## config.mk

```make
export PLATFORM = sky130hd
export DESIGN_NAME = synth_post_divider_frame_gen
export DESIGN_NICKNAME = d
export VERILOG_FILES = /design/src/pkg/synth_pkg.sv /design/src/pkg/frame_ctrl_if.sv /design/src/design/clock_divider.sv /design/src/design/frame_pulse_gen.sv /design/src/design/synth_post_divider_frame_gen.sv
export SDC_FILE = /design/constraint.sdc
export NUM_CORES = 1
export LEC_CHECK = 0
export BUFFER_PORTS_ARGS = -buffer_cell sky130_fd_sc_hd__buf_2
export CAP_MARGIN = 15
export CORE_UTILIZATION = 37
export CTS_CLUSTER_SIZE = 8
export DETAILED_ROUTE_END_ITERATION = 7
export PLACE_DENSITY_LB_ADDON = 0.12
export SYNTH_ARGS = -nofsm -noshare
export SYNTH_HDL_FRONTEND = slang
export SYNTH_SLANG_ARGS = --single-unit
```

## constraint.sdc

```tcl
create_clock -name core_clk -period 6.34 [get_ports core_clk]
set_input_delay 0.317 -clock core_clk [delete_from_list [all_inputs] [get_ports core_clk]]
set_output_delay 0.317 -clock core_clk [all_outputs]
set_load 0.005 [all_outputs]
```

## src/pkg/synth_pkg.sv

```systemverilog
// constants for the second synthesizer output divider stage
// assumes one core clock and an AXI4-Lite register master
package synth_pkg;

  // ----------------------------------------------------------------
  // register map: printed indices, byte address is four times each
  // ----------------------------------------------------------------
  localparam int          ADDR_W      = 12;
  localparam logic [11:0] IDX_CFG_A   = 12'h08C;
  localparam logic [11:0] IDX_CFG_B   = 12'h08F;
  localparam logic [11:0] IDX_STATUS  = 12'h098;
  localparam logic [11:0] ADDR_CFG_A  = {IDX_CFG_A[9:0], 2'b00};
  localparam logic [11:0] ADDR_CFG_B  = {IDX_CFG_B[9:0], 2'b00};
  localparam logic [11:0] ADDR_STATUS = {IDX_STATUS[9:0], 2'b00};

  // ----------------------------------------------------------------
  // configuration fields and reset value
  // ----------------------------------------------------------------
  localparam int          CFG_W       = 24;
  localparam int          RATE_W      = 16;
  localparam logic [23:0] CFG_RESET   = 24'h000002;
  localparam int          MODE_HI     = 23;
  localparam int          MODE_LO     = 20;
  localparam int          TYPE_BIT    = 19;
  localparam int          POL_BIT     = 18;
  localparam int          SRC_HI      = 17;
  localparam int          SRC_LO      = 16;
  localparam int          RATE_HI     = 15;
  localparam logic [3:0]  MODE_SPECIAL = 4'hF;

  // source selector codes
  localparam logic [1:0]  SEL_A_LOW   = 2'h0;
  localparam logic [1:0]  SEL_A_FROM_B = 2'h1;
  localparam logic [1:0]  SEL_B_FROM_A = 2'h0;
  localparam logic [1:0]  SEL_B_LOW   = 2'h1;
  localparam logic [1:0]  SEL_FROM_C  = 2'h2;
  localparam logic [1:0]  SEL_FROM_D  = 2'h3;

  // ----------------------------------------------------------------
  // status fields and bus responses
  // ----------------------------------------------------------------
  localparam int          ST_OUT_A    = 0;
  localparam int          ST_OUT_B    = 1;
  localparam int          ST_MODE_A   = 2;
  localparam int          ST_MODE_B   = 4;
  localparam logic [1:0]  RESP_OKAY   = 2'h0;
  localparam logic [1:0]  RESP_SLVERR = 2'h2;

  typedef enum logic [1:0] {
    MODE_REGULAR = 2'b00,
    MODE_LOW     = 2'b01,
    MODE_FRAME   = 2'b10
  } out_mode_type;

endpackage

```

## src/pkg/frame_ctrl_if.sv

```systemverilog
// controls and result of one frame pulse generator
// assumes both ends run on the core clock
`timescale 1ns/1ps
interface frame_ctrl_if;
  logic        enable;
  logic        src_level;
  logic        leading;
  logic [15:0] rate;
  logic        active;

  modport ctl (output enable, output src_level, output leading, output rate, input active);
  modport gen (input enable, input src_level, input leading, input rate, output active);
endinterface

```

## src/design/clock_divider.sv

```systemverilog
// 50% duty divider counting enable ticks
// assumes tick and ratio come from core clock logic
`timescale 1ns/1ps
module clock_divider #(
  parameter int W = 24
) (
  // clock and reset
  input  wire logic         core_clk,
  input  wire logic         srst,
  // control
  input  wire logic         tick,
  input  wire logic [W-1:0] ratio,
  input  wire logic         restart,
  // output
  output logic              div_clk
);

  logic [W-1:0] cnt_reg;
  logic [W-1:0] cnt_next;
  logic         clk_next;

  // ----------------------------------------------------------------
  // counter and half-period compare
  // ----------------------------------------------------------------
  wire [W-1:0] ratio_m1 = ratio - {{(W-1){1'b0}}, 1'b1};
  wire [W-1:0] half     = W'(({1'b0, ratio} + {{W{1'b0}}, 1'b1}) >> 1);
  wire         usable   = ratio > {{(W-2){1'b0}}, 2'b01};

  assign cnt_next = (cnt_reg >= ratio_m1) ? '0 : cnt_reg + {{(W-1){1'b0}}, 1'b1};
  assign clk_next = usable & (cnt_next < half);

  always_ff @(posedge core_clk) begin
    if (srst || restart || !usable) begin
      cnt_reg <= '0;
      div_clk <= 1'b0;
    end else if (tick) begin
      cnt_reg <= cnt_next;
      div_clk <= clk_next;
    end
  end

  cnt_bound_a: assert property (@(posedge core_clk) disable iff (srst)
    usable |-> cnt_reg <= ratio_m1)
    else $error("divider count past ratio");

endmodule

```

## src/design/frame_pulse_gen.sv

```systemverilog
// frame pulse timed from a sibling clock level
// assumes the sibling level is produced on the core clock
`timescale 1ns/1ps
module frame_pulse_gen (
  // clock and reset
  input  wire logic core_clk,
  input  wire logic srst,
  // controls and pulse
  frame_ctrl_if.gen fc
);

  logic        prev_reg;
  logic [15:0] cnt_reg;
  logic        pulse_reg;

  // ----------------------------------------------------------------
  // sibling edges and frame position
  // ----------------------------------------------------------------
  wire        rise     = fc.src_level & ~prev_reg;
  wire        fall     = ~fc.src_level & prev_reg;
  wire [15:0] rate_m1  = fc.rate - 16'h0001;
  wire        at_last  = cnt_reg >= rate_m1;
  wire        at_first = cnt_reg == 16'h0000;
  wire        run      = fc.enable & (fc.rate != 16'h0000);
  // boundary at leading edge or centre
  wire        set_p    = fc.leading ? (rise & at_last) : (fall & at_last);
  wire        clr_p    = fc.leading ? rise : (fall & at_first);
  wire [15:0] cnt_next = at_last ? 16'h0000 : cnt_reg + 16'h0001;

  always_ff @(posedge core_clk) begin
    if (srst || !run) begin
      prev_reg  <= 1'b0;
      cnt_reg   <= 16'h0000;
      pulse_reg <= 1'b0;
    end else begin
      prev_reg  <= fc.src_level;
      cnt_reg   <= rise ? cnt_next : cnt_reg;
      pulse_reg <= set_p | (pulse_reg & ~clr_p);
    end
  end

  assign fc.active = pulse_reg;

  // pulse starts only at the frame boundary
  pulse_start_a: assert property (@(posedge core_clk) disable iff (srst)
    (run && $past(run) && $rose(pulse_reg)) |-> $past(at_last))
    else $error("frame pulse started off boundary");

endmodule

```

## src/design/synth_post_divider_frame_gen.sv

```systemverilog
// output dividers A and B of the second synthesizer with AXI4-Lite registers
// assumes core_clk is the synthesizer output clock; tick and sibling
// levels are produced by logic on that same clock
//
// Implementation choice: the AXI4-Lite slave port.
`timescale 1ns/1ps

// Behaviour
// - four mode bits choose frame pulse, low-frequency clock or regular clock
// - regular mode gives 50% clock at input divided by 24-bit value
// - outside special mode polarity and format bits are ratio bits
// - A special with selector 00 gives low clock, twice base over low bits
// - A special with other selector gives pulse one sibling period wide
// - B special, selector not 01: low bits count periods between pulses
// - B special, selector 01: low bits divide twice base into low clock
// - B selector: 00 A, 01 low clock, 10 C, 11 D
// - frame source is a sibling clock; pulse width one of its periods
// - bit 18 clear gives active-high pulse, set gives active-low
// - bit 19 clear puts boundary mid-pulse, set at first edge
// - A selector: 00 low clock, 01 B, 10 C, 11 D
module synth_post_divider_frame_gen (
  // clock and reset
  input  wire logic        core_clk,
  input  wire logic        srst,
  // axi4-lite write address
  input  wire logic [11:0] s_axi_awaddr,
  input  wire logic [2:0]  s_axi_awprot,
  input  wire logic        s_axi_awvalid,
  output logic             s_axi_awready,
  // axi4-lite write data
  input  wire logic [31:0] s_axi_wdata,
  input  wire logic [3:0]  s_axi_wstrb,
  input  wire logic        s_axi_wvalid,
  output logic             s_axi_wready,
  // axi4-lite write response
  output logic [1:0]       s_axi_bresp,
  output logic             s_axi_bvalid,
  input  wire logic        s_axi_bready,
  // axi4-lite read address
  input  wire logic [11:0] s_axi_araddr,
  input  wire logic [2:0]  s_axi_arprot,
  input  wire logic        s_axi_arvalid,
  output logic             s_axi_arready,
  // axi4-lite read data
  output logic [31:0]      s_axi_rdata,
  output logic [1:0]       s_axi_rresp,
  output logic             s_axi_rvalid,
  input  wire logic        s_axi_rready,
  // synthesizer side
  input  wire logic        base2x_tick,
  input  wire logic        clk_c_level,
  input  wire logic        clk_d_level,
  // divider outputs
  output logic             out_a,
  output logic             out_b
);

  logic [23:0]                cfg_a_reg;
  logic [23:0]                cfg_b_reg;
  logic [11:0]                awaddr_reg;
  logic [31:0]                wdata_reg;
  logic [3:0]                 wstrb_reg;
  logic                       out_a_next;
  logic                       out_b_next;
  logic                       div_a_clk;
  logic                       div_b_clk;
  synth_pkg::out_mode_type    mode_a;
  synth_pkg::out_mode_type    mode_b;

  frame_ctrl_if fa ();
  frame_ctrl_if fb ();

  // ----------------------------------------------------------------
  // write channel handshakes
  // ----------------------------------------------------------------
  wire aw_take  = s_axi_awvalid & s_axi_awready;
  wire w_take   = s_axi_wvalid & s_axi_wready;
  wire do_write = ~s_axi_awready & ~s_axi_wready & ~s_axi_bvalid;
  wire b_done   = s_axi_bvalid & s_axi_bready;
  wire hit_a_w  = awaddr_reg == synth_pkg::ADDR_CFG_A;
  wire hit_b_w  = awaddr_reg == synth_pkg::ADDR_CFG_B;
  wire hit_s_w  = awaddr_reg == synth_pkg::ADDR_STATUS;
  wire wr_cfg_a = do_write & hit_a_w;
  wire wr_cfg_b = do_write & hit_b_w;
  wire wr_ok    = hit_a_w | hit_b_w | hit_s_w;

  // byte-lane merge of a 24-bit configuration word
  function automatic logic [23:0] merge24(input logic [23:0] old,
                                          input logic [31:0] data,
                                          input logic [3:0]  strb);
    logic [23:0] res;
    res = old;
    for (int i = 0; i < 3; i++) begin
      if (strb[i]) begin
        res[i*8 +: 8] = data[i*8 +: 8];
      end
    end
    return res;
  endfunction

  always_ff @(posedge core_clk) begin
    if (srst) begin
      s_axi_awready <= 1'b1;
      awaddr_reg    <= 12'h000;
    end else if (aw_take) begin
      s_axi_awready <= 1'b0;
      awaddr_reg    <= s_axi_awaddr;
    end else if (b_done) begin
      s_axi_awready <= 1'b1;
    end
  end

  always_ff @(posedge core_clk) begin
    if (srst) begin
      s_axi_wready <= 1'b1;
      wdata_reg    <= 32'h00000000;
      wstrb_reg    <= 4'h0;
    end else if (w_take) begin
      s_axi_wready <= 1'b0;
      wdata_reg    <= s_axi_wdata;
      wstrb_reg    <= s_axi_wstrb;
    end else if (b_done) begin
      s_axi_wready <= 1'b1;
    end
  end

  always_ff @(posedge core_clk) begin
    if (srst) begin
      s_axi_bvalid <= 1'b0;
      s_axi_bresp  <= synth_pkg::RESP_OKAY;
    end else if (do_write) begin
      s_axi_bvalid <= 1'b1;
      s_axi_bresp  <= wr_ok ? synth_pkg::RESP_OKAY : synth_pkg::RESP_SLVERR;
    end else if (b_done) begin
      s_axi_bvalid <= 1'b0;
    end
  end

  // ----------------------------------------------------------------
  // configuration registers
  // ----------------------------------------------------------------
  always_ff @(posedge core_clk) begin
    if (srst) begin
      cfg_a_reg <= synth_pkg::CFG_RESET;
      cfg_b_reg <= synth_pkg::CFG_RESET;
    end else begin
      if (wr_cfg_a) begin
        cfg_a_reg <= merge24(cfg_a_reg, wdata_reg, wstrb_reg);
      end
      if (wr_cfg_b) begin
        cfg_b_reg <= merge24(cfg_b_reg, wdata_reg, wstrb_reg);
      end
    end
  end

  // ----------------------------------------------------------------
  // read channel
  // ----------------------------------------------------------------
  wire        ar_take  = s_axi_arvalid & s_axi_arready;
  wire        r_done   = s_axi_rvalid & s_axi_rready;
  wire        hit_a_r  = s_axi_araddr == synth_pkg::ADDR_CFG_A;
  wire        hit_b_r  = s_axi_araddr == synth_pkg::ADDR_CFG_B;
  wire        hit_s_r  = s_axi_araddr == synth_pkg::ADDR_STATUS;
  wire [31:0] status_w = {26'h0, mode_b, mode_a, out_b, out_a};
  wire [31:0] rd_mux   = hit_a_r ? {8'h00, cfg_a_reg} :
                         hit_b_r ? {8'h00, cfg_b_reg} :
                         hit_s_r ? status_w : 32'h00000000;
  wire        rd_ok    = hit_a_r | hit_b_r | hit_s_r;

  always_ff @(posedge core_clk) begin
    if (srst) begin
      s_axi_arready <= 1'b1;
      s_axi_rvalid  <= 1'b0;
      s_axi_rdata   <= 32'h00000000;
      s_axi_rresp   <= synth_pkg::RESP_OKAY;
    end else if (ar_take) begin
      s_axi_arready <= 1'b0;
      s_axi_rvalid  <= 1'b1;
      s_axi_rdata   <= rd_mux;
      s_axi_rresp   <= rd_ok ? synth_pkg::RESP_OKAY : synth_pkg::RESP_SLVERR;
    end else if (r_done) begin
      s_axi_arready <= 1'b1;
      s_axi_rvalid  <= 1'b0;
    end
  end

  // ----------------------------------------------------------------
  // mode decode
  // ----------------------------------------------------------------
  wire [1:0] sel_a     = cfg_a_reg[synth_pkg::SRC_HI:synth_pkg::SRC_LO];
  wire [1:0] sel_b     = cfg_b_reg[synth_pkg::SRC_HI:synth_pkg::SRC_LO];
  wire       special_a = cfg_a_reg[synth_pkg::MODE_HI:synth_pkg::MODE_LO]
                         == synth_pkg::MODE_SPECIAL;
  wire       special_b = cfg_b_reg[synth_pkg::MODE_HI:synth_pkg::MODE_LO]
                         == synth_pkg::MODE_SPECIAL;
  assign mode_a = !special_a ? synth_pkg::MODE_REGULAR :
                  (sel_a == synth_pkg::SEL_A_LOW) ? synth_pkg::MODE_LOW :
                  synth_pkg::MODE_FRAME;
  assign mode_b = !special_b ? synth_pkg::MODE_REGULAR :
                  (sel_b == synth_pkg::SEL_B_LOW) ? synth_pkg::MODE_LOW :
                  synth_pkg::MODE_FRAME;

  // ----------------------------------------------------------------
  // clock dividers: full ratio or low bits on base ticks
  // ----------------------------------------------------------------
  wire        low_a   = mode_a == synth_pkg::MODE_LOW;
  wire        low_b   = mode_b == synth_pkg::MODE_LOW;
  // low clock steps on base ticks
  wire        tick_a  = low_a ? base2x_tick : 1'b1;
  wire        tick_b  = low_b ? base2x_tick : 1'b1;
  wire [23:0] ratio_a = low_a ? {8'h00, cfg_a_reg[synth_pkg::RATE_HI:0]} : cfg_a_reg;
  wire [23:0] ratio_b = low_b ? {8'h00, cfg_b_reg[synth_pkg::RATE_HI:0]} : cfg_b_reg;

  clock_divider #(.W(synth_pkg::CFG_W)) div_a (
    .core_clk (core_clk),
    .srst     (srst),
    .tick     (tick_a),
    .ratio    (ratio_a),
    .restart  (wr_cfg_a),
    .div_clk  (div_a_clk)
  );

  clock_divider #(.W(synth_pkg::CFG_W)) div_b (
    .core_clk (core_clk),
    .srst     (srst),
    .tick     (tick_b),
    .ratio    (ratio_b),
    .restart  (wr_cfg_b),
    .div_clk  (div_b_clk)
  );

  // ----------------------------------------------------------------
  // frame pulse sources and controls
  // ----------------------------------------------------------------
  // divider A and B source select
  wire src_a = (sel_a == synth_pkg::SEL_A_FROM_B) ? out_b :
               (sel_a == synth_pkg::SEL_FROM_C)   ? clk_c_level :
               (sel_a == synth_pkg::SEL_FROM_D)   ? clk_d_level : 1'b0;
  wire src_b = (sel_b == synth_pkg::SEL_B_FROM_A) ? out_a :
               (sel_b == synth_pkg::SEL_FROM_C)   ? clk_c_level :
               (sel_b == synth_pkg::SEL_FROM_D)   ? clk_d_level : 1'b0;

  assign fa.enable    = (mode_a == synth_pkg::MODE_FRAME) & ~wr_cfg_a;
  assign fa.src_level = src_a;
  assign fa.leading   = cfg_a_reg[synth_pkg::TYPE_BIT];
  assign fa.rate      = cfg_a_reg[synth_pkg::RATE_HI:0];
  assign fb.enable    = (mode_b == synth_pkg::MODE_FRAME) & ~wr_cfg_b;
  assign fb.src_level = src_b;
  assign fb.leading   = cfg_b_reg[synth_pkg::TYPE_BIT];
  assign fb.rate      = cfg_b_reg[synth_pkg::RATE_HI:0];

  frame_pulse_gen gen_a (
    .core_clk (core_clk),
    .srst     (srst),
    .fc       (fa.gen)
  );

  frame_pulse_gen gen_b (
    .core_clk (core_clk),
    .srst     (srst),
    .fc       (fb.gen)
  );

  // ----------------------------------------------------------------
  // output selection and registers
  // ----------------------------------------------------------------
  // polarity applied to frame pulse
  always_comb begin
    case (mode_a)
      synth_pkg::MODE_FRAME: out_a_next = fa.active ^ cfg_a_reg[synth_pkg::POL_BIT];
      synth_pkg::MODE_LOW:   out_a_next = div_a_clk;
      default:               out_a_next = div_a_clk;
    endcase
  end

  always_comb begin
    case (mode_b)
      synth_pkg::MODE_FRAME: out_b_next = fb.active ^ cfg_b_reg[synth_pkg::POL_BIT];
      synth_pkg::MODE_LOW:   out_b_next = div_b_clk;
      default:               out_b_next = div_b_clk;
    endcase
  end

  always_ff @(posedge core_clk) begin
    if (srst) begin
      out_a <= 1'b0;
      out_b <= 1'b0;
    end else begin
      out_a <= out_a_next;
      out_b <= out_b_next;
    end
  end

  // ----------------------------------------------------------------
  // checks
  // ----------------------------------------------------------------
  mode_decode_a: assert property (@(posedge core_clk) disable iff (srst)
    (mode_a == synth_pkg::MODE_REGULAR) == !special_a)
    else $error("mode A decode wrong");

  regular_ratio_a: assert property (@(posedge core_clk) disable iff (srst)
    (mode_b == synth_pkg::MODE_REGULAR) |-> (ratio_b == cfg_b_reg && tick_b))
    else $error("regular B ratio not full word");

  pol_ignored_a: assert property (@(posedge core_clk) disable iff (srst)
    (mode_a != synth_pkg::MODE_FRAME) |=> out_a == $past(div_a_clk))
    else $error("A output not the divider clock");

  low_a_tick_a: assert property (@(posedge core_clk) disable iff (srst)
    (special_a && sel_a == 2'h0) |-> (tick_a == base2x_tick && ratio_a[23:16] == 8'h00))
    else $error("A low clock not on base ticks");

  frame_a_sel_a: assert property (@(posedge core_clk) disable iff (srst)
    (special_a && sel_a != 2'h0) |-> fa.enable || wr_cfg_a)
    else $error("A frame mode not enabled");

  low_b_tick_a: assert property (@(posedge core_clk) disable iff (srst)
    (special_b && sel_b == 2'h1) |-> (low_b && tick_b == base2x_tick))
    else $error("B low clock not on base ticks");

  src_b_pick_a: assert property (@(posedge core_clk) disable iff (srst)
    (sel_b == 2'h0 |-> src_b == out_a) and (sel_b == 2'h2 |-> src_b == clk_c_level))
    else $error("B source select wrong");

  src_a_pick_a: assert property (@(posedge core_clk) disable iff (srst)
    (sel_a == 2'h1 |-> src_a == out_b) and (sel_a == 2'h3 |-> src_a == clk_d_level))
    else $error("A source select wrong");

  frame_pol_a: assert property (@(posedge core_clk) disable iff (srst)
    (mode_b == synth_pkg::MODE_FRAME) |=> out_b == ($past(fb.active) ^ $past(cfg_b_reg[18])))
    else $error("B frame polarity wrong");

  pulse_width_a: assert property (@(posedge core_clk) disable iff (srst)
    ($past(fa.enable) && fa.enable && $changed(fa.active) && !(fa.rate == 16'h0001))
      |-> $past(fa.src_level) != $past(fa.src_level, 2))
    else $error("A pulse edge not at a sibling edge");

  lead_edge_a: assert property (@(posedge core_clk) disable iff (srst)
    ($past(fb.enable) && fb.enable && fb.leading && $rose(fb.active))
      |-> ($past(fb.src_level) && !$past(fb.src_level, 2)))
    else $error("B leading pulse not at rising edge");

  sync_src_a: assert property (@(posedge core_clk) disable iff (srst)
    (mode_a == synth_pkg::MODE_LOW && !tick_a && !wr_cfg_a) |=> $stable(div_a_clk))
    else $error("A low clock moved without a tick");

endmodule

```

## Word-level counts from Yosys, hierarchy flattened

Index checks and enable logic that the tools add are counted.

| operators by class | value |
|---|---|
| eq/ne operators | 18 |
| order comparisons | 8 |
| reduce and logical (&&, ||, !) cells | 26 |
| $mul | 0 |
| add/subtract/negate cells | 10 |
| muxes and demuxes | 38 |
| bitwise gates (word level) | 46 |
| div/mod/pow operators | 0 |
| shift operators | 0 |

Operator list:

| kind | number |
|---|---|
| 2-to-1 mux 24 bit | 6 |
| == test 12 x 10 -> 1 bit, second input constant | 6 |
| adder 24 x 1 -> 25 bit, second input constant | 2 |
| adder 24 x 1 -> 24 bit, second input constant | 2 |
| greater-or-equal comparator 24 bit | 2 |
| > comparator 24 x 1 -> 1 bit, second input constant | 2 |
| < comparator 24 bit | 2 |
| subtractor 24 x 1 -> 24 bit, second input constant | 2 |
| adder 16 x 1 -> 16 bit, second input constant | 2 |
| greater-or-equal comparator 16 bit | 2 |
| zero test 16 bit | 2 |
| 2-to-1 mux 16 bit | 2 |
| nonzero test 16 bit | 2 |
| subtractor 16 x 1 -> 16 bit, second input constant | 2 |
| AND 1 bit | 27 |
| 2-to-1 mux 1 bit | 23 |
| == test 2 bit, second input constant | 6 |
| 2-to-1 mux 2 bit | 6 |
| AND reduction 2 bit | 6 |
| inverter 1 bit | 11 |
| == test 2 x 1 -> 1 bit, second input constant | 4 |
| == test 4 bit, second input constant | 2 |
| nonzero test 2 bit | 4 |
| logical OR 1 bit | 6 |
| 5 further kinds | 15 |

| word-level totals | value |
|---|---|
| logic and storage cells | 175 |
| memories kept | 0 |
| input port bits | 76 |
| output and inout port bits | 43 |
| latch bits | 0 |
| memory bits (read-only) | 0 |
| bits in writable memories | 0 |
| flip-flop bits (word level) | 216 |

## Longest topological paths before layout

Gate-level depths: netlist of run 1.

| logic depth | value |
|---|---|
| depth in word-level cells | 11 |
| mapped depth | 25 |
| depth with buffers taken out | 22 |

## By module

A second synthesis of run 1 with hierarchy kept.

| second synthesis, totals | value |
|---|---|
| cells, all modules | 1958 |
| area total of the unflattened synthesis | 15770.1 µm² |

By module, submodules not included:

| module | cells an instance | instances | area an instance (µm²) | seq. area each (µm²) |
|---|---|---|---|---|
| synth_post_divider_frame_gen | 605 | 1 | 5216.3 | 2402.3 |
| clock_divider (div_a) | 502 | 1 | 3767.4 | 500.5 |
| clock_divider (div_b) | 473 | 1 | 3593.4 | 500.5 |
| frame_pulse_gen | 189 | 2 | 1596.5 | 360.3 |

## Worst setup path before layout of run 1

OpenSTA, ideal clock, no wires.

| timing | value |
|---|---|
| kind | register -> register |
| start point | register cfg_b_reg[8] |
| end point | register div_b.div_clk |
| path buffers | 3 |
| period minus slack after synthesis | 5.528 ns |
| stages on the path, launching flop included | 26 |
| setup time | 0.122 ns |
| path slack | 0.812 ns |
| arrival | 5.406 ns |
| data required time | 6.218 ns |
| cell sequence | dfxtp_1 > clkbuf_1 > or4_1 > nor3_1 > nand3_1 > or3_1 > nor4_1 > a21oi_1 > mux2i_1 > ha_1 > nand4_1 > nor2_1 > a221oi_1 > nand2_1 > clkbuf_1 > nor2_1 > clkbuf_1 > o21a_1 > ha_1 > and4_1 > or3b_2 > nor3_1 > a211oi_1 > o31ai_1 > a21o_1 > a21oi_1 |

| on the way | value |
|---|---|
| cells in the longest elaborated chain, start to end | 6 |
| elaborated cells on any way between the ends | 10 |
| those cells by class | add/sub: 2; order compare: 3; mux: 2; bitwise: 1; reduce/logical: 2 |

Ends and longest elaborated chain:

| element | RTL line | source |
|---|---|---|
| start: declaration | synth_post_divider_frame_gen.sv:59 | `logic [23:0] cfg_b_reg;` |
| start signal: assignment | synth_post_divider_frame_gen.sv:145 | `cfg_b_reg <= synth_pkg::CFG_RESET;` |
| start signal: assignment | synth_post_divider_frame_gen.sv:151 | `cfg_b_reg <= merge24(cfg_b_reg, wdata_reg, wstrb_reg);` |
| 2-to-1 mux 24 bit | synth_post_divider_frame_gen.sv:212 | `wire [23:0] ratio_b = low_b ? {8'h00, cfg_b_reg[synth_pkg::RATE_HI:0]} : cfg_b_reg;` |
| subtractor 24 x 1 -> 24 bit | clock_divider.sv:25 | `wire [W-1:0] ratio_m1 = ratio - {{(W-1){1'b0}}, 1'b1};` |
| greater-or-equal comparator 24 bit | clock_divider.sv:29 | `assign cnt_next = (cnt_reg >= ratio_m1) ? '0 : cnt_reg + {{(W-1){1'b0}}, 1'b1};` |
| 2-to-1 mux 24 bit | clock_divider.sv:29 |  |
| named net div_b.cnt_next[16] | clock_divider.sv:19 | `logic [W-1:0] cnt_next;` |
| < comparator 24 bit | clock_divider.sv:30 | `assign clk_next = usable & (cnt_next < half);` |
| AND 1 bit | clock_divider.sv:30 |  |
| end signal: assignment | clock_divider.sv:38 | `div_clk <= clk_next;` |
| end: declaration | clock_divider.sv:15 | `output logic div_clk` |

The timed path passes the listed nets, and every way through them passes these cells.
A chain may end at the register's enable or synchronous reset.

## Worst setup path in the final report of run 1

| timing | value |
|---|---|
| start point | register cfg_b_reg[3] |
| end point | register div_b.div_clk |

The elaborated chain is that of the path after synthesis.

==> results of run 1 <==
==> per-layer routing <==
layer / up-vias / GRT usage
met4: 0 / 0.0635
li1: 6902 / -
met2: 275 / 0.357
met3: 65 / 0.0225
met1: 6481 / 0.306
met5: - / 0
==> where the power goes <==
| part | internal (mW) | switching [mW] |
|---|---|---|
| clock | 0.992 | 0.603 |
| combinational | 0.251 | 0.426 |
| sequential | 1.35 | 0.0560 |
==> cell usage after synthesis (all sizes together), types with 6 or more instances <==
master  count  area (µm²)
o21a       10        75.1
o21ai      49         245
dfxtp     206        4120
mux2        8        90.1
nor3b       8        60.1
xnor2      59         517
nor2b       8        50.1
and3       26         163
o21bai      6        45.0
a31o       21         184
a31oi       6        37.5
buf        30         194
or2         6        37.5
nor4b       7        61.3
a21o       10        75.1
nor4       23         159
nand2b     10        62.6
a211oi     17         128
nand4      44         275
ha        140        1750
or4        30         229
and2       15        93.8
inv        26        97.6
or3        14        87.6
and4       16         140
xor2       80         701
mux2i      27         270
o211ai      6        45.0
nor2      207         777
nor3       58         307
clkbuf    104         390
a221oi     20         175
a21oi     169         846
nand3     112         593
nand2     237         890
==> cells by family after synthesis <==
family          count (synthesis)  share of synthesized area
simple gates                  834                      0.282
other cells                     1                   0.000258
fa+ha+maj                     140                      0.120
flops                         206                      0.284
compound gates                362                      0.158
buf+inv                       160                     0.0469
xor+xnor                      139                     0.0837
mux                            35                     0.0248
==> area by class of cell <==
type	count	area share
clock buffer	37	0.0499
inverter	26	0.00581
sequential	206	0.245
multi-input combinational	1520	0.584
timing repair buffer	178	0.0716
clock inverter	3	0.00477
tap	518	0.0386
==> worst register-to-register path, delay by kind of cell, from the launching register on <==
| family | cells | cell delay [ns] |
|---|---|---|
| fa+ha+maj | 2 | 0.65 |
| compound gates | 5 | 0.56 |
| flops | 1 | 0.41 |
| simple gates | 13 | 3.86 |
| mux | 1 | 0.17 |
==> stage by stage <==
stage / worst slack (ns) / instances / hold slack, ns / util / instance area, µm²
final: 0.552 / 2488 / 0.0374 / 0.434 / 16800
after global routing: 0.0851 / 2488 / 0.0465 / 0.434 / 16800
after CTS: 0.544 / 2487 / 0.00672 / 0.434 / 16800
after detailed placement: 0.555 / 2407 / 0.445 / 0.400 / 15500
after global placement: 0.449 / 2406 / 0.441 / 0.399 / 15500
after floorplan: 0.812 / 1886 / 0.432 / - / 14600
==> cell usage in the layout (no fill, tap or decap), types with 14 or more instances in the layout <==
cell type	netlist	layout
nand4_1	44	44
nand2_1	237	237
a21oi_1	169	169
xnor2_1	59	59
nor4_1	22	20
and2_1	15	15
a31o_1	20	20
ha_1	140	140
or3_1	14	14
nor2_1	207	204
dfxtp_1	206	206
a211oi_1	17	17
xor2_1	80	80
buf_4	10	45
inv_1	26	26
mux2i_1	27	27
nand3_1	107	107
buf_2	11	93
and4_1	16	16
dlygate4sd3_1	0	40
o21ai_0	44	44
and3_1	26	26
or4_1	29	29
nor3_1	56	55
clkbuf_16	0	31
a221oi_1	20	20
==> worst paths after layout <==
check | from | cells after the start | slack [ns] | end
worst max-delay path | cfg_b_reg[3] | 21 | 0.55 | div_b.div_clk
worst min-delay path | s_axi_bready | 3 | 0.04 | s_axi_wready
worst max register to register | cfg_b_reg[3] | 21 | 0.55 | div_b.div_clk
worst min register to register | awaddr_reg[5] | 2 | 0.45 | awaddr_reg[5]
==> reports/qor.yml, run 1 <==
sta:
  max_freq_mhz: 173
  relSlewSlack: 0.290
  timing.final.crit_share: 0.913
  worst_pin_slew_ns: 1.06
  fin_tns_setup_ns: 0
  setup_viol: 0
  fin_crit_ns: 5.79
  finalHoldViolations: 0
  drv_slew: 0
  skew_ns: 0.0269
  rsz0062_at_grt: "no"
pwr:
  p_leak_nw: 6.55
  finalPower_mw: 3.67
  ir_worst_vdd_v: 0.000209
  p_per_area_nw_per_um2: 219
worst_setup_path:
  crit_path_end_kind: "flip-flop"
  worstPathRequired_ns: 6.80
  cp_slowest_cell: "or4_1"
  crit_chain: "or4_1 > nor3_2 > nand3_1 > or3_1 > nor4_1 > mux2i_1 > ha_1 > nand4_1 > nor4_1 > o21ai_0 > nor2_1 > or2_1 > nor2_1 > ha_1 > and4_1 > or3b_2 > nor3_1 > a211oi_1 > o31ai_1 > a21o_1 > a21oi_1"
  path_class: "flip-flop to flip-flop"
  path_max_fanout: 10
  critPathTopFamily: "simple AND/OR/NAND/NOR gates"
  worst_ep_arrival_time_ns: 6.25
  start_kind: "flip-flop"
  critPathBufInv: 0
  cpPeakStageDelay_ns: 0.60
global_route:
  grt_pass1_wl_um: 71100
  antenna_found_initial: 0
  grt_overflow: 0
  grtUsageTotal: 0.220
  grt_pass1_vias: 12800
  grt_max_degree: 93
placed_design:
  place.gp.congestion: 0.873
  hpwl_um: 33500
  portBuffers: 93
cells_and_area:
  syn_to_final_growth_pct: 15.5
  antenna_cells: 0
  final-seq-area_um2: 4120
  final_nets: 2179
  multiInputGateArea_um2: 9810
  fillers: 3985
  drive_gt1_frac: 0.107
route:
  drc: 0
  wl_met1_um: 21800
  first_pass_iters: 5
  wl_per_cell_um: 18.1
  top_layer: "met4"
  ant_nets: 0
  wl_met3_um: 1660
  via_per_inst: 5.52
  drt_wl_total_um: 45100
  met2_length_um: 20400
  vias: 13700
  drt_iter0_drc: 751
clock_tree:
  tritoncts: "yes"
  cts_max_level: 1
  post_cts_buffers: 0
  path_clk_slew_ns: 0.06
  cts_buffer_depth: 3
  worstSkewPairLatency_ns: 0.59
  cts.sinks: 206
  cts_root_buf: "clkbuf_16"
  post_cts_resize_count: 0
  cts_hold_buf: 40
  cts-buffers-inserted: 31
floorplanning:
  die_h_um: 200
  die_w_um: 200
  die-area_um2: 40100
  rows: 72
  io_pins: 119
  initial_core_util: 0.375
  coreArea_um2: 38700
synth:
  async_flop_share: 0
  ys_ff_latch: 206
  synth_cell_types: 75
  seq_area_frac_synth: 0.284
  synthCells: 1877
  avgSynthCellArea_um2: 7.75
  synth_area_um2: 14500
  synth_enable_flop_cells: 0
  yosys_warnings: 0
  synth_flop_cell: "dfxtp_1"
min_path:
  hold_path.class: "input pin to flip-flop"
run:
  maxCapViolations: 0
outcome:
  status: "completed"
Note: power is estimated with default switching activity, not from simulation.
==> inputs of run 2 (changes only) <==
--- a/config.mk
+++ b/config.mk
@@ -7,7 +7,10 @@
 export LEC_CHECK = 0
 export BUFFER_PORTS_ARGS = -buffer_cell sky130_fd_sc_hd__buf_2
 export CAP_MARGIN = 15
-export CORE_UTILIZATION = 37
+export CELL_PAD_IN_SITES_DETAIL_PLACEMENT = 1
+export CELL_PAD_IN_SITES_GLOBAL_PLACEMENT = 2
+export CORE_ASPECT_RATIO = 1.4
+export CORE_UTILIZATION = 36
 export CTS_CLUSTER_SIZE = 8
 export DETAILED_ROUTE_END_ITERATION = 7
 export PLACE_DENSITY_LB_ADDON = 0.12
==> reports/qor.yml, run 2 (same netlist as run 1, synthesis figures left out) <==
worst_setup_path:
  r2r_start: "cfg_b_reg[2]"
  cp_slowest_cell: "or4_1"
  path_max_fanout: 9
  worst_r2r_endpoint: "div_b.div_clk"
  worst_ep_arrival_time_ns: 6.26
  crit_chain: "or4_1 > nor3_4 > nand3_1 > or3_1 > nor4_1 > a21oi_1 > mux2i_1 > ha_1 > nand4_1 > buf_4 > nor2_1 > a221oi_1 > buf_4 > nand2_1 > or2_1 > nor2_1 > ha_1 > and4_1 > or3b_2 > nor3_1 > a211oi_1 > o31ai_1 > a21o_1 > a21oi_1"
  start_kind: "flip-flop"
  ff2ff_path_depth: 24
  cpPeakStageDelay_ns: 0.62
  path_class: "flip-flop to flip-flop"
  crit_path_end_kind: "flip-flop"
  worstPathRequired_ns: 6.80
  r2r_setup_slack_ns: 0.53
route:
  first_pass_iters: 4
  drt_iter0_drc: 590
  wl_per_cell_um: 20.2
  drt_wl_total_um: 50400
  drc: 0
  ant_nets: 0
  via_per_inst: 5.57
  vias: 13900
pwr:
  p_leak_nw: 6.51
  finalPower_mw: 3.56
  p_per_area_nw_per_um2: 213
  ir_worst_vdd_v: 0.000185
floorplanning:
  die-area_um2: 41200
  die_w_um: 172
  io_pins: 119
  rows: 86
  initial_core_util: 0.367
  die_h_um: 240
  coreArea_um2: 39600
cells_and_area:
  multiInputGateArea_um2: 9810
  syn_to_final_growth_pct: 14.8
  drive_gt1_frac: 0.108
  final-seq-area_um2: 4120
  most-common-layout-cells: "nand2_1 (237), dfxtp_1 (206), nor2_1 (204)"
  antenna_cells: 0
  fin_util: 0.421
  final_common_cell: "nand2_1"
  final_nets: 2178
  fillers: 4904
outcome:
  status: "completed"
global_route:
  grtUsageTotal: 0.248
  grt_max_degree: 94
  grt_pass1_wl_um: 79200
  grt_pass1_vias: 14300
  grt_overflow: 0
  antenna_found_initial: 1
min_path:
  holdPathStages: 3
  hold_path.class: "input pin to flip-flop"
  holdPathEnd: "wdata_reg[21]"
  min_from: "s_axi_wdata[21]"
placed_design:
  portBuffers: 93
  hpwl_um: 38600
  place.gp.congestion: 0.825
run:
  maxCapViolations: 0
clock_tree:
  cts_max_level: 1
  tritoncts: "yes"
  worstSkewPairLatency_ns: 0.57
  cts_buffer_depth: 3
  path_clk_slew_ns: 0.06
  cts-buffers-inserted: 30
  cts_root_buf: "clkbuf_16"
  cts.sinks: 206
sta:
  skew_ns: 0.0128
  finalHoldViolations: 0
  fin_crit_ns: 5.81
  rsz0062_at_grt: "no"
  worst_pin_slew_ns: 1.16
  relSlewSlack: 0.224
  fin_tns_setup_ns: 0
  timing.final.crit_share: 0.916
  max_freq_mhz: 172
  drv_slew: 0
  setup_viol: 0
run 2: through the flow:
step | instance area, µm² | std cells | worst slack (ns) | hold slack [ns]
2_1_floorplan | 14600 | 1886 | 0.812 | 0.432
3_3_place_gp | 15500 | 2424 | 0.580 | 0.446
3_5_place_dp | 15500 | 2424 | 0.387 | 0.452
4_1_cts | 16700 | 2494 | 0.373 | 0.00193
5_1_grt | 16700 | 2495 | 0.100 | 0.0270
6_report | 16700 | 2495 | 0.532 | 0.0197
run 2: final cells by class:
class / count / area share
clock buffer: 35 / 0.0473
sequential: 206 / 0.247
timing repair buffer: 178 / 0.0712
multi-input combinational: 1520 / 0.588
clock inverter: 2 / 0.00127
inverter: 26 / 0.00585
tap: 528 / 0.0396
run 2: worst max-delay path: cells and delay by family (launching register included):
family / cells / cell delay (ns)
flops: 1 / 0.31
simple gates: 13 / 3.58
fa+ha+maj: 2 / 0.46
compound gates: 6 / 0.80
mux: 1 / 0.21
buf+inv: 2 / 0.34
run 2: what timing repair did:
item,in CTS,in global routing
gates resized for setup,0,1
buffers inserted,0,0
hold endpoints to repair,33,0
endpoints found under the setup margin,0,1
hold buffers,33,0
run 2: power breakdown:
| part | internal [mW] | total, mW | switching [mW] |
|---|---|---|---|
| combinational | 0.250 | 0.699 | 0.450 |
| sequential | 1.35 | 1.41 | 0.0600 |
| clock | 0.857 | 1.45 | 0.596 |
| total | 2.45 | 3.56 | 1.11 |
run 2: worst max path at each step:
| stage | start | slack, ns | end | cells after the start |
|---|---|---|---|---|
| 2_1_floorplan | cfg_b_reg[8] | 0.81 | div_b.div_clk | 25 |
| 3_3_place_gp | cfg_a_reg[8] | 0.58 | div_a.div_clk | 21 |
| 3_5_place_dp | cfg_b_reg[2] | 0.39 | div_b.div_clk | 24 |
| 4_1_cts | cfg_b_reg[2] | 0.37 | div_b.div_clk | 24 |
| 5_1_grt | cfg_b_reg[2] | 0.1 | div_b.div_clk | 24 |
| 6_report | cfg_b_reg[2] | 0.53 | div_b.div_clk | 24 |
run 2: routing by layer:
layer | routed length, µm | vias to the layer above | track usage
met5 | 8 | - | 0
met4 | 2190 | 2 | 0.113
met3 | 1210 | 91 | 0.0254
met2 | 26700 | 166 | 0.469
met1 | 20300 | 6750 | 0.272
li1 | - | 6876 | -
==> inputs of run 3 (changes only) <==
--- a/config.mk
+++ b/config.mk
@@ -5,12 +5,13 @@
 export SDC_FILE = /design/constraint.sdc
 export NUM_CORES = 1
 export LEC_CHECK = 0
+export ABC_AREA = 1
 export BUFFER_PORTS_ARGS = -buffer_cell sky130_fd_sc_hd__buf_2
 export CAP_MARGIN = 15
 export CELL_PAD_IN_SITES_DETAIL_PLACEMENT = 1
 export CELL_PAD_IN_SITES_GLOBAL_PLACEMENT = 2
 export CORE_ASPECT_RATIO = 1.4
-export CORE_UTILIZATION = 36
+export CORE_UTILIZATION = 35
 export CTS_CLUSTER_SIZE = 8
 export DETAILED_ROUTE_END_ITERATION = 7
 export PLACE_DENSITY_LB_ADDON = 0.12
==> reports/qor.yml, run 3 <==
outcome:
  status: "completed"
sta:
  max_freq_mhz: 193
  relSlewSlack: 0.370
  fin_ws_ns: 1.17
  fin_tns_setup_ns: 0
  rsz0062_at_grt: "no"
  worst_pin_slew_ns: 0.942
  fin_crit_ns: 5.17
  timing.final.crit_share: 0.816
  setup_viol: 0
  finalHoldViolations: 0
  drv_slew: 0
  skew_ns: 0.0218
worst_setup_path:
  path_max_fanout: 12
  worstPathRequired_ns: 6.78
  cp-endpoint: "div_a.div_clk"
  r2r_start: "cfg_a_reg[0]"
  start_kind: "flip-flop"
  path_class: "flip-flop to flip-flop"
  critPathBufInv: 5
  r2r_setup_slack_ns: 1.17
  ff2ff_path_depth: 25
  cp.depth: 25
  crit_path_end_kind: "flip-flop"
  critPathTopFamily: "simple AND/OR/NAND/NOR gates"
  crit_top_cell: "nand2_1"
  cpPeakStageDelay_ns: 0.41
  cp_slowest_cell: "nor3_1"
  worst_r2r_endpoint: "div_a.div_clk"
  worst_ep_arrival_time_ns: 5.61
  cp-startpoint: "cfg_a_reg[0]"
synth:
  synth_most_common_cell: "nand2_1"
  ys_ff_latch: 206
  avgSynthCellArea_um2: 6.98
  synthTopCellsByArea: "dfxtp_1 (28%), ha_1 (12%), nand2_1 (9.0%)"
  synth_enable_flop_cells: 0
  netlist.area_leader.share: 0.283
  synth.top_cells.by_count: "nand2_1 (350), inv_1 (273), nor2_1 (226), dfxtp_1 (206), a21oi_1 (189)"
  synth_cell_types: 53
  synth_area_um2: 14600
  synth_flop_cell: "dfxtp_1"
  yosys_warnings: 0
  seq_area_frac_synth: 0.283
  synthCells: 2088
  async_flop_share: 0
  post-synth-top-area-cell: "dfxtp_1"
route:
  first_pass_iters: 4
  drc: 0
  ant_nets: 0
  vias: 13800
  drt_wl_total_um: 49000
  wl_per_cell_um: 18.2
  via_per_inst: 5.12
  drt_iter0_drc: 439
floorplanning:
  io_pins: 119
  coreArea_um2: 41200
  initial_core_util: 0.354
  die_h_um: 243
  die_w_um: 174
  die-area_um2: 42500
  rows: 88
global_route:
  grtUsageTotal: 0.231
  antenna_found_initial: 0
  grt_pass1_wl_um: 77300
  grt_pass1_vias: 14400
  grt_max_degree: 58
  grt_overflow: 0
pwr:
  ir_worst_vdd_v: 0.000152
  p_leak_nw: 7.11
  p_per_area_nw_per_um2: 202
cells_and_area:
  syn_to_final_growth_pct: 11.3
  final_common_cell: "nand2_1"
  drive_gt1_frac: 0.112
  final_nets: 2374
  antenna_cells: 0
  most-common-layout-cells: "nand2_1 (349), inv_1 (272), nor2_1 (225)"
clock_tree:
  cts_buffer_depth: 3
  tritoncts: "yes"
  post_cts_buffers: 0
  cts-buffers-inserted: 29
  cts_root_buf: "clkbuf_16"
  post_cts_resize_count: 0
  cts.sinks: 206
  path_clk_slew_ns: 0.05
  worstSkewPairLatency_ns: 0.56
  cts_max_level: 1
  cts_hold_buf: 0
placed_design:
  place.gp.congestion: 0.864
  pre_cts_ws_ns: 1.04
  portBuffers: 93
  hpwl_um: 39800
run:
  maxCapViolations: 0
min_path:
  hold_path.class: "input pin to flip-flop"
  holdPathStages: 3
[run 3: cell types whose count changed after synthesis, moves of 27 or more]
| cell | before | now |
|---|---|---|
| inv_1 | 26 | 273 |
| nand2_1 | 237 | 350 |
| o21ai_0 | 44 | 122 |
| clkbuf_1 | 104 | 46 |
| xnor2_1 | 59 | 16 |
| nand3_1 | 107 | 78 |
| or4_1 | 29 | 0 |
| mux2i_1 | 27 | 0 |
[run 3: worst register-to-register path, stage by stage, from the launching register on]
cell	delay, ns
dfxtp_1	0.36
inv_2	0.16
ha_1	0.21
inv_1	0.07
nor3_1	0.41
nand4_1	0.33
nor3_1	0.40
nand2_1	0.12
xor2_1	0.17
ha_1	0.28
nand2_1	0.09
nor2_1	0.07
nand3_1	0.14
inv_1	0.06
a21oi_1	0.34
nand2_1	0.12
buf_4	0.21
or3_1	0.41
inv_1	0.10
ha_1	0.16
nand2_1	0.06
nor3_1	0.30
nor4b_1	0.28
nand2_1	0.10
nand2_1	0.07
a21oi_1	0.06
[run 3: worst min path at each step]
stage,start,endpoint
CTS,s_axi_wdata[7],wdata_reg[7]
detailed placement,div_a.div_clk,out_a
global route,s_axi_wdata[7],wdata_reg[7]
global placement,s_axi_rdata[0],s_axi_rdata[0]
finish,s_axi_wdata[7],wdata_reg[7]
floorplan,div_a.div_clk,out_a
[run 3: through the flow]
stage / cell area, µm² / hold WS, ns / power, mW / util / cells
finish: 16200 / 0.0351 / 3.27 / 0.394 / 2698
global route: 16200 / 0.0342 / 3.44 / 0.394 / 2698
CTS: 16200 / 0.00901 / 3.33 / 0.394 / 2698
detailed placement: 15500 / 0.452 / 1.93 / 0.376 / 2667
floorplan: 14600 / 0.424 / 1.73 / - / 2097
global placement: 15500 / 0.453 / 1.92 / 0.376 / 2667
[run 3: metal layers]
metal	up-vias	global-route usage	part of all wire
met5	-	0	0
met4	0	0.0782	0.031
met3	64	0.0189	0.024
met2	158	0.448	0.53
met1	6571	0.261	0.42
li1	7033	-	-
[run 3: layout make-up]
type                       count  area (µm²)
clock buffer                  31         733
fill                        5292       25000
inverter                     302        1130
multi-input combinational   1514        8990
sequential                   206        4120
tap                          540         676
timing repair buffer         105         556
[run 3: power by group]
group / internal [mW] / switching [mW] / leakage (nW)
registers: 1.35 / 0.0414 / 1.67
clock network: 0.797 / 0.579 / 0.360
logic: 0.160 / 0.348 / 5.07
[run 3: logic make-up (layout without fill, tap and decap cells)]
family / after synthesis / in the layout / share of synthesized area
flip-flops: 206 / 206 / 0.283
AO/OA/AOI/OAI: 404 / 404 / 0.156
XOR/XNOR: 106 / 106 / 0.0637
other: 1 / 10 / 0.000257
AND/OR/NAND/NOR: 854 / 854 / 0.274
buffers and inverters: 377 / 438 / 0.103
adder cells (fa/ha/maj): 140 / 140 / 0.120
